<file path="src/common/cpu_state_pkg.sv">
`default_nettype none
package cpu_state_pkg;
    // ****************************************
    // register reset values and flag layout
    // ****************************************
    localparam logic [15:0] CODE_SEG_RESET = 16'hffff;
    localparam logic [15:0] DATA_SEG_RESET = 16'h0000;
    localparam logic [15:0] OFFSET_PTR_RESET = 16'h0000;
    localparam logic [15:0] COND_WORD_RESET = 16'h0000;
    localparam logic [15:0] COND_WORD_MASK = 16'h0fd5;
    localparam int OVERFLOW_BIT = 11;
    localparam int DIRECTION_BIT = 10;
    localparam int INT_ENABLE_BIT = 9;
    localparam int TRACE_BIT = 8;
    localparam int SIGN_BIT = 7;
    localparam int ZERO_BIT = 6;
    localparam int NIBBLE_BIT = 4;
    localparam int PARITY_BIT = 2;
    localparam int CARRY_BIT = 0;
    localparam int SEG_SHIFT = 4;
    localparam int ADDR_WIDTH = 20;

    typedef enum logic [1:0] {SEG_EXTRA, SEG_CODE, SEG_STACK, SEG_DATA} seg_sel_type;

    typedef enum logic [3:0] {
        FOP_NONE, FOP_ARITH, FOP_LOGIC, FOP_LOAD, FOP_SET_DIR, FOP_CLR_DIR,
        FOP_SET_INT, FOP_CLR_INT
    } flag_op_type;

    // outcome of one executed instruction as seen by the flags
    typedef struct packed {
        logic [15:0] result;
        logic byte_op;
        logic carry_out;
        logic nibble_carry;
        logic overflow;
    } alu_outcome_type;

    typedef struct packed {
        logic valid;
        logic [2:0] index;
        logic byte_sel;
        logic high_half;
        logic [15:0] data;
    } gpr_write_type;
endpackage : cpu_state_pkg
`default_nettype wire

</file>
<file path="src/verilog/gpr_bank.sv">
`default_nettype none
module gpr_bank (
    input wire logic clk,
    input wire logic rst_n,
    input wire cpu_state_pkg::gpr_write_type wr,
    input wire logic [2:0] rd_index,
    output logic [15:0] rd_data,
    output logic [7:0] count_low
);
    logic [15:0] regs_r [8];
    logic [15:0] regs_nxt [8];

    // ****************************************
    // eight words, first four split in halves
    // ****************************************
    genvar g;
    generate
        for (g = 0; g < 8; g++) begin : g_reg
            always_comb begin
                regs_nxt[g] = regs_r[g];
                if (wr.valid && wr.index == 3'(g)) begin
                    if (wr.byte_sel && g < 4) begin
                        if (wr.high_half) begin
                            regs_nxt[g][15:8] = wr.data[7:0];
                        end else begin
                            regs_nxt[g][7:0] = wr.data[7:0];
                        end
                    end else begin
                        regs_nxt[g] = wr.data;
                    end
                end
            end
            always_ff @(posedge clk or negedge rst_n) begin
                if (!rst_n) begin
                    regs_r[g] <= 16'h0000;
                end else begin
                    regs_r[g] <= regs_nxt[g];
                end
            end
        end
    endgenerate

    assign rd_data = regs_r[rd_index];
    assign count_low = regs_r[1][7:0];
endmodule : gpr_bank
`default_nettype wire

</file>
<file path="src/verilog/addr_gen.sv">
`default_nettype none
module addr_gen (
    input wire logic [15:0] segment,
    input wire logic [15:0] offset,
    output logic [19:0] phys_addr
);
    // wraps past the top of the 1 MB space
    assign phys_addr = 20'({segment, 4'h0}) + 20'(offset);
endmodule : addr_gen
`default_nettype wire

</file>
<file path="src/verilog/cpu_register_state_flags.sv">
`default_nettype none
module cpu_register_state_flags (
    input wire logic CORE_CLK_IN,
    input wire logic RESET_N_IN,
    input wire cpu_state_pkg::gpr_write_type GPR_WR_IN,
    input wire logic [2:0] GPR_RD_INDEX_IN,
    input wire logic SEG_WR_IN,
    input wire cpu_state_pkg::seg_sel_type SEG_WR_SEL_IN,
    input wire logic [15:0] SEG_WR_DATA_IN,
    input wire logic PTR_LOAD_IN,
    input wire logic [15:0] PTR_LOAD_DATA_IN,
    input wire logic PTR_STEP_IN,
    input wire logic [2:0] PTR_STEP_LEN_IN,
    input wire logic INSTR_DONE_IN,
    input wire cpu_state_pkg::flag_op_type FLAG_OP_IN,
    input wire cpu_state_pkg::alu_outcome_type ALU_IN,
    input wire logic [15:0] FLAG_LOAD_DATA_IN,
    input wire logic MASKABLE_REQ_IN,
    input wire cpu_state_pkg::seg_sel_type ADDR_SEG_SEL_IN,
    input wire logic [15:0] ADDR_OFFSET_IN,
    output logic [15:0] GPR_RD_DATA_OUT,
    output logic [7:0] SHIFT_COUNT_OUT,
    output logic [15:0] CODE_SEG_OUT,
    output logic [15:0] DATA_SEG_OUT,
    output logic [15:0] STACK_SEG_OUT,
    output logic [15:0] EXTRA_SEG_OUT,
    output logic [15:0] OFFSET_PTR_OUT,
    output logic [19:0] FETCH_ADDR_OUT,
    output logic [19:0] PHYS_ADDR_OUT,
    output logic [15:0] COND_WORD_OUT,
    output logic STRING_STEP_UP_OUT,
    output logic MASKABLE_ACCEPT_OUT,
    output logic TRACE_TRAP_OUT
);
    logic [15:0] code_seg_r, code_seg_nxt;
    logic [15:0] data_segment_base_r, data_segment_base_nxt;
    logic [15:0] stack_seg_r, stack_seg_nxt;
    logic [15:0] extra_segment_base_r, extra_segment_base_nxt;
    logic [15:0] instruction_offset_pointer_r, instruction_offset_pointer_nxt;
    logic [15:0] cond_r, cond_nxt;
    logic trace_arm_r, trace_arm_nxt;
    logic trap_r, trap_nxt;
    logic [15:0] sel_seg;
    logic [19:0] phys_addr;
    logic [19:0] fetch_addr;
    logic [15:0] res;

    // ****************************************
    // general registers
    // ****************************************
    gpr_bank u_gpr (
        .clk(CORE_CLK_IN),
        .rst_n(RESET_N_IN),
        .wr(GPR_WR_IN),
        .rd_index(GPR_RD_INDEX_IN),
        .rd_data(GPR_RD_DATA_OUT),
        .count_low(SHIFT_COUNT_OUT)
    );

    // ****************************************
    // segment bases and offset pointer
    // ****************************************
    always_comb begin
        code_seg_nxt = code_seg_r;
        data_segment_base_nxt = data_segment_base_r;
        stack_seg_nxt = stack_seg_r;
        extra_segment_base_nxt = extra_segment_base_r;
        instruction_offset_pointer_nxt = instruction_offset_pointer_r;
        if (SEG_WR_IN) begin
            case (SEG_WR_SEL_IN)
                cpu_state_pkg::SEG_CODE: code_seg_nxt = SEG_WR_DATA_IN;
                cpu_state_pkg::SEG_DATA: data_segment_base_nxt = SEG_WR_DATA_IN;
                cpu_state_pkg::SEG_STACK: stack_seg_nxt = SEG_WR_DATA_IN;
                default: extra_segment_base_nxt = SEG_WR_DATA_IN;
            endcase
        end
        // no software port: only jumps and sequential fetch move it
        if (PTR_LOAD_IN) begin
            instruction_offset_pointer_nxt = PTR_LOAD_DATA_IN;
        end else if (PTR_STEP_IN) begin
            instruction_offset_pointer_nxt = instruction_offset_pointer_r
                + {13'h0, PTR_STEP_LEN_IN};
        end
    end

    always_ff @(posedge CORE_CLK_IN or negedge RESET_N_IN) begin
        if (!RESET_N_IN) begin
            code_seg_r <= cpu_state_pkg::CODE_SEG_RESET;
            data_segment_base_r <= cpu_state_pkg::DATA_SEG_RESET;
            stack_seg_r <= cpu_state_pkg::DATA_SEG_RESET;
            extra_segment_base_r <= cpu_state_pkg::DATA_SEG_RESET;
            instruction_offset_pointer_r <= cpu_state_pkg::OFFSET_PTR_RESET;
        end else begin
            code_seg_r <= code_seg_nxt;
            data_segment_base_r <= data_segment_base_nxt;
            stack_seg_r <= stack_seg_nxt;
            extra_segment_base_r <= extra_segment_base_nxt;
            instruction_offset_pointer_r <= instruction_offset_pointer_nxt;
        end
    end

    // ****************************************
    // condition word
    // ****************************************
    always_comb begin
        cond_nxt = cond_r;
        trace_arm_nxt = trace_arm_r;
        trap_nxt = 1'b0;
        res = ALU_IN.result;
        if (INSTR_DONE_IN) begin
            case (FLAG_OP_IN)
                cpu_state_pkg::FOP_ARITH, cpu_state_pkg::FOP_LOGIC: begin
                    if (ALU_IN.byte_op) begin
                        cond_nxt[cpu_state_pkg::SIGN_BIT] = res[7];
                        cond_nxt[cpu_state_pkg::ZERO_BIT] = (res[7:0] == 8'h00);
                    end else begin
                        cond_nxt[cpu_state_pkg::SIGN_BIT] = res[15];
                        cond_nxt[cpu_state_pkg::ZERO_BIT] = (res == 16'h0000);
                    end
                    cond_nxt[cpu_state_pkg::PARITY_BIT] = ~(^res[7:0]);
                    if (FLAG_OP_IN == cpu_state_pkg::FOP_ARITH) begin
                        cond_nxt[cpu_state_pkg::OVERFLOW_BIT] = ALU_IN.overflow;
                        cond_nxt[cpu_state_pkg::NIBBLE_BIT] = ALU_IN.nibble_carry;
                        cond_nxt[cpu_state_pkg::CARRY_BIT] = ALU_IN.carry_out;
                    end else begin
                        // logical operations leave no carry or overflow
                        cond_nxt[cpu_state_pkg::OVERFLOW_BIT] = 1'b0;
                        cond_nxt[cpu_state_pkg::CARRY_BIT] = 1'b0;
                    end
                end
                cpu_state_pkg::FOP_LOAD: begin
                    cond_nxt = FLAG_LOAD_DATA_IN & cpu_state_pkg::COND_WORD_MASK;
                end
                cpu_state_pkg::FOP_SET_DIR: cond_nxt[cpu_state_pkg::DIRECTION_BIT] = 1'b1;
                cpu_state_pkg::FOP_CLR_DIR: cond_nxt[cpu_state_pkg::DIRECTION_BIT] = 1'b0;
                cpu_state_pkg::FOP_SET_INT: cond_nxt[cpu_state_pkg::INT_ENABLE_BIT] = 1'b1;
                cpu_state_pkg::FOP_CLR_INT: cond_nxt[cpu_state_pkg::INT_ENABLE_BIT] = 1'b0;
                default: cond_nxt = cond_r;
            endcase
            // trap after the instruction that follows the trace-setting load
            if (trace_arm_r && cond_r[cpu_state_pkg::TRACE_BIT]) begin
                trap_nxt = 1'b1;
            end
            if (FLAG_OP_IN == cpu_state_pkg::FOP_LOAD) begin
                trace_arm_nxt = FLAG_LOAD_DATA_IN[cpu_state_pkg::TRACE_BIT];
            end else if (!cond_r[cpu_state_pkg::TRACE_BIT]) begin
                trace_arm_nxt = 1'b0;
            end
        end
    end

    always_ff @(posedge CORE_CLK_IN or negedge RESET_N_IN) begin
        if (!RESET_N_IN) begin
            cond_r <= cpu_state_pkg::COND_WORD_RESET;
            trace_arm_r <= 1'b0;
            trap_r <= 1'b0;
        end else begin
            cond_r <= cond_nxt;
            trace_arm_r <= trace_arm_nxt;
            trap_r <= trap_nxt;
        end
    end

    // ****************************************
    // address generation
    // ****************************************
    always_comb begin
        case (ADDR_SEG_SEL_IN)
            cpu_state_pkg::SEG_CODE: sel_seg = code_seg_r;
            cpu_state_pkg::SEG_DATA: sel_seg = data_segment_base_r;
            cpu_state_pkg::SEG_STACK: sel_seg = stack_seg_r;
            default: sel_seg = extra_segment_base_r;
        endcase
    end

    addr_gen u_addr (
        .segment(sel_seg),
        .offset(ADDR_OFFSET_IN),
        .phys_addr(phys_addr)
    );

    addr_gen u_fetch (
        .segment(code_seg_r),
        .offset(instruction_offset_pointer_r),
        .phys_addr(fetch_addr)
    );

    assign PHYS_ADDR_OUT = phys_addr;
    assign FETCH_ADDR_OUT = fetch_addr;
    assign CODE_SEG_OUT = code_seg_r;
    assign DATA_SEG_OUT = data_segment_base_r;
    assign STACK_SEG_OUT = stack_seg_r;
    assign EXTRA_SEG_OUT = extra_segment_base_r;
    assign OFFSET_PTR_OUT = instruction_offset_pointer_r;
    assign COND_WORD_OUT = cond_r & cpu_state_pkg::COND_WORD_MASK;
    assign STRING_STEP_UP_OUT = cond_r[cpu_state_pkg::DIRECTION_BIT];
    assign MASKABLE_ACCEPT_OUT = MASKABLE_REQ_IN
        & cond_r[cpu_state_pkg::INT_ENABLE_BIT];
    assign TRACE_TRAP_OUT = trap_r;
endmodule : cpu_register_state_flags
`default_nettype wire

</file>
<file path="config.mk">
export PLATFORM = sky130hd
export DESIGN_NAME = cpu_register_state_flags
export DESIGN_NICKNAME = d
export VERILOG_FILES = /design/src/common/cpu_state_pkg.sv /design/src/verilog/gpr_bank.sv /design/src/verilog/addr_gen.sv /design/src/verilog/cpu_register_state_flags.sv
export SDC_FILE = /design/constraint.sdc
export NUM_CORES = 1
export LEC_CHECK = 0
export ABC_AREA = 1
export BUFFER_PORTS_ARGS = -buffer_cell sky130_fd_sc_hd__buf_4
export CAP_MARGIN = 25
export CORE_MARGIN = 2
export CORE_UTILIZATION = 50
export CTS_BUF_LIST = sky130_fd_sc_hd__clkbuf_4 sky130_fd_sc_hd__clkbuf_8
export DETAILED_ROUTE_END_ITERATION = 12
export HOLD_SLACK_MARGIN = 0.1
export MAX_ROUTING_LAYER = met4
export PLACE_DENSITY = 0.84
export SYNTH_ARGS = -nofsm -noshare
export SYNTH_HDL_FRONTEND = slang
export SYNTH_HIERARCHICAL = 1
export SYNTH_SLANG_ARGS = --single-unit
export TNS_END_PERCENT = 50
</file>
<file path="constraint.sdc">
create_clock -name CORE_CLK_IN -period 4 [get_ports CORE_CLK_IN]
set_input_delay 0.8 -clock CORE_CLK_IN [delete_from_list [all_inputs] [get_ports CORE_CLK_IN]]
set_output_delay 0.8 -clock CORE_CLK_IN [all_outputs]
set_load 0.005 [all_outputs]
</file>
==> flow_summary.json <==
{
  "ys.flop_type": "dfrtp_1",
  "synth_mux_area_share_pct": 0,
  "reg2reg_to": "OFFSET_PTR_OUT[6]$_DFFE_PN0P_",
  "dieArea_um2": 27260,
  "period_share_pct": 93.07,
  "drive_above_1_share_pct": 21.25,
  "crit_chain": "buf_4 -> inv_1 -> nor2_2 -> buf_4 -> nand2_1 -> nand4_1 -> ha_1 -> fa_1 -> nand2_1 -> nand2_1 -> nand3b_1 -> nand2_1 -> nand2_1 -> nand2_1 -> nand2_1 -> nand2_1 -> buf_4",
  "io_pins": 290,
  "yosys-top-cells-area": "dfrtp_1 (39%), nand2_1 (20%), inv_1 (7.8%)",
  "switchingPower_uw": 2449,
  "hold_viol_final": 0,
  "fmax_mhz": 268.6,
  "clk_pin_slew_ps": 50,
  "async_reset_ff_share_pct": 100.0,
  "dp.final_hpwl_um": 28200,
  "synth_edf_count": 0,
  "ys_seq_elements": 219,
  "end_kind": "output port",
  "crit_slowest_cell": "fa_1",
  "synth_xor_xnor_area_share_pct": 1.350,
  "avgSynthCellArea_um2": 7.116,
  "setup_ws_ps": 277.0,
  "crit_arrival_ps": 2920,
  "clkPwrFrac_pct": 30.6,
  "worstPathMaxFanout": 16,
  "die_w_um": 165.1,
  "yosysWarnings": 6,
  "cts_buffers": 39,
  "ir_drop_uv": 307.0,
  "p_sw_share_pct": 32.96,
  "fp.dieH_um": 165.1,
  "maxSlewViolCount": 0,
  "htree_num_levels": 2,
  "clk_path_buf_depth": 3,
  "synth_top_cell_area_share_pct": 39.14,
  "worstPathRequired_ps": 3200,
  "worstSetupPathType": "in2out",
  "first_pass_iters": 6,
  "place_ws_ps": 282.6,
  "grt_usage_pct": 29.78,
  "p_int_uw": 4981,
  "min_period_ps": 3723,
  "syn_inst": 1824,
  "synth_compound_area_share_pct": 10.56,
  "cp_common_cell": "nand2_1",
  "yosys.area.top_type": "dfrtp_1",
  "grt_max_degree": 94,
  "port_buffers": 267,
  "wl_per_cell_um": 16.15,
  "start_kind": "primary input",
  "status": "finished, final reports clean",
  "finalSetupViolations": 0,
  "areaGrowthSynthToFinish_pct": 23.48,
  "drc": 0,
  "ys_seq_area_share_pct": 42.38,
  "hold_buffers": 0,
  "ant_nets": 0,
  "critPathMaxStageDelay_ps": 440,
  "cts.repair.resized": 0,
  "placement_rows": 58,
  "grt_pass1_vias": 12250,
  "grt_pass1_wl_um": 61960,
  "cts_tree": "yes",
  "root_buffer": "clkbuf_8",
  "final_nets": 2230,
  "p_comb_share_pct": 29.2,
  "syn_area_um2": 12980,
  "num_vias": 12700,
  "reg2reg_from": "OFFSET_PTR_OUT[0]$_DFFE_PN0P_",
  "synth_top_family_by_area": "simple AND/OR/NAND/NOR gates",
  "antenna_found_initial": 0,
  "place_congestion": 0.9680,
  "num_antenna_cells": 0,
  "yosys.area_share.adder_pct": 3.451,
  "clk_latency_ps": 520,
  "synth-simple-area-share_pct": 30.38,
  "start_util_pct": 51.25,
  "r2r_cells": 8,
  "pwr-share-seq_pct": 40.2,
  "p_leak_uw": 0.008809,
  "grt_remaining_overflow": 0,
  "hold_path_class": "in2async",
  "post-cts-setup-buffers": 0,
  "slew_headroom_pct": 52.28,
  "p_per_area_nw_per_um2": 463.5,
  "fillers": 2224,
  "r2r_slack_ps": 2160,
  "core_um2": 25330,
  "synth.distinct_cells": 37,
  "drt_wl_total_um": 39220,
  "tightest_slew_ps": 715.8,
  "vias_per_cell": 5.228,
  "cts_num_sinks": 219,
  "finClkSkew_ps": 16.66,
  "timing.max_cap.violations": 0,
  "rsz0062_at_grt": "no",
  "first_iter_violations": 1138,
  "fin_tns_setup_ps": 0
}
[cell usage after synthesis, types with 2 or more instances]
master	n
a21oi_1	14
a22oi_1	12
and2_1	3
and2_4	2
buf_2	29
buf_4	25
buf_6	7
clkbuf_1	28
dfrtp_1	203
dfstp_2	16
fa_1	3
ha_1	31
inv_1	268
inv_2	4
nand2_1	705
nand2_2	20
nand3_1	105
nand3_2	3
nand3b_1	6
nand4_1	22
nor2_1	49
nor2_2	8
nor2_4	6
nor3_1	4
nor3_2	4
o21ai_0	156
o21ai_1	38
o21ai_2	23
or2_1	4
xnor2_1	6
xor2_1	14
[power by group through the flow]
stage / Clock, uW / Sequential [uW] / Combinational (uW)
floorplan: 0 / 2910 / 1230
global placement: 0 / 3000 / 2080
detailed placement: 0 / 3010 / 2150
CTS: 2330 / 2980 / 2160
global route: 2430 / 3030 / 2440
finish: 2270 / 2990 / 2170
[worst max-delay path: cells and delay by family]
family | cells | cell delay, ps
simple gates | 11 | 910
fa+ha+maj | 2 | 700
buf+inv | 4 | 530
[how the worst max path moves through the flow]
stage	slack (ps)	endpoint	cells after the start	start
finish	280	PHYS_ADDR_OUT[14]	17	ADDR_SEG_SEL_IN[0]
global route	90	PHYS_ADDR_OUT[18]	17	ADDR_SEG_SEL_IN[0]
floorplan	800	PHYS_ADDR_OUT[12]	14	ADDR_SEG_SEL_IN[0]
global placement	280	PHYS_ADDR_OUT[18]	17	ADDR_SEG_SEL_IN[0]
detailed placement	280	PHYS_ADDR_OUT[14]	17	ADDR_SEG_SEL_IN[0]
CTS	270	PHYS_ADDR_OUT[14]	17	ADDR_SEG_SEL_IN[0]
[cells in the final DEF, fill, tap and decap left out, types with 2 or more instances in the layout]
cell type | synthesis | routed
o21ai_2 | 23 | 23
buf_16 | 0 | 2
o21ai_1 | 38 | 38
nand3_2 | 3 | 3
xor2_1 | 14 | 14
dfstp_2 | 16 | 16
a21oi_1 | 14 | 14
nand2_1 | 705 | 705
buf_12 | 0 | 3
inv_2 | 4 | 4
fa_1 | 3 | 3
inv_1 | 268 | 268
clkbuf_8 | 0 | 56
nor3_1 | 4 | 4
nand4_1 | 22 | 22
and2_1 | 3 | 3
clkbuf_4 | 0 | 12
nand3b_1 | 6 | 6
buf_8 | 0 | 2
xnor2_1 | 6 | 6
conb_1 | 1 | 7
or2_1 | 4 | 4
ha_1 | 31 | 31
nor3_2 | 4 | 4
nor2_4 | 6 | 6
buf_4 | 25 | 280
clkinv_2 | 0 | 2
nor2_2 | 8 | 8
and2_4 | 2 | 2
nand2_2 | 20 | 20
nor2_1 | 49 | 49
dfrtp_1 | 203 | 203
nand3_1 | 105 | 105
o21ai_0 | 156 | 156
a22oi_1 | 12 | 12
[cell type report]
type	count	area, um^2	area share [%]
tap	330	412.9	2.576
inverter	272	1021	6.370
sequential	219	5500	34.32
timing repair buffer	287	2247	14.02
multi-input combinational	1250	5964	37.21
clock inverter	3	21.27	0.1327
clock buffer	68	860.8	5.371
[stage by stage]
step	power, uW	cell area [um^2]	utilization, %	hold slack [ps]	cells
2_1_floorplan	4139	13000	-	453.0	1830
3_3_place_gp	5075	15080	59.52	463.7	2355
3_5_place_dp	5164	15130	59.74	467.9	2357
4_1_cts	7470	16010	63.22	278.7	2428
5_1_grt	7896	16030	63.28	310.1	2429
6_report	7430	16030	63.28	250.3	2429
[flip-flops by register name, summed over array words and instances, names as in the netlist, 8 cells and up]
signal and cells:
STACK_SEG_OUT 16, cond_r 9, OFFSET_PTR_OUT 16, u_gpr/regs_r 120, CODE_SEG_OUT 16, EXTRA_SEG_OUT 16
u_gpr/count_low 8, DATA_SEG_OUT 16
[layer usage]
layer	wire length [um]	track usage [%]
met5	0	-
met4	1547	13.64
met3	3119	4.670
met2	19010	49.83
met1	15550	35.55
[kinds of logic (layout without fill, tap and decap cells)]
family                   after synthesis  count (layout)
AND/OR/NAND/NOR                      942             942
buffers and inverters                361             630
AO/OA/AOI/OAI                        247             247
flip-flops                           219             219
adder cells (fa/ha/maj)               34              34
XOR/XNOR                              20              20
other                                  1               7
No activity file was read; power rests on OpenSTA's default activity.
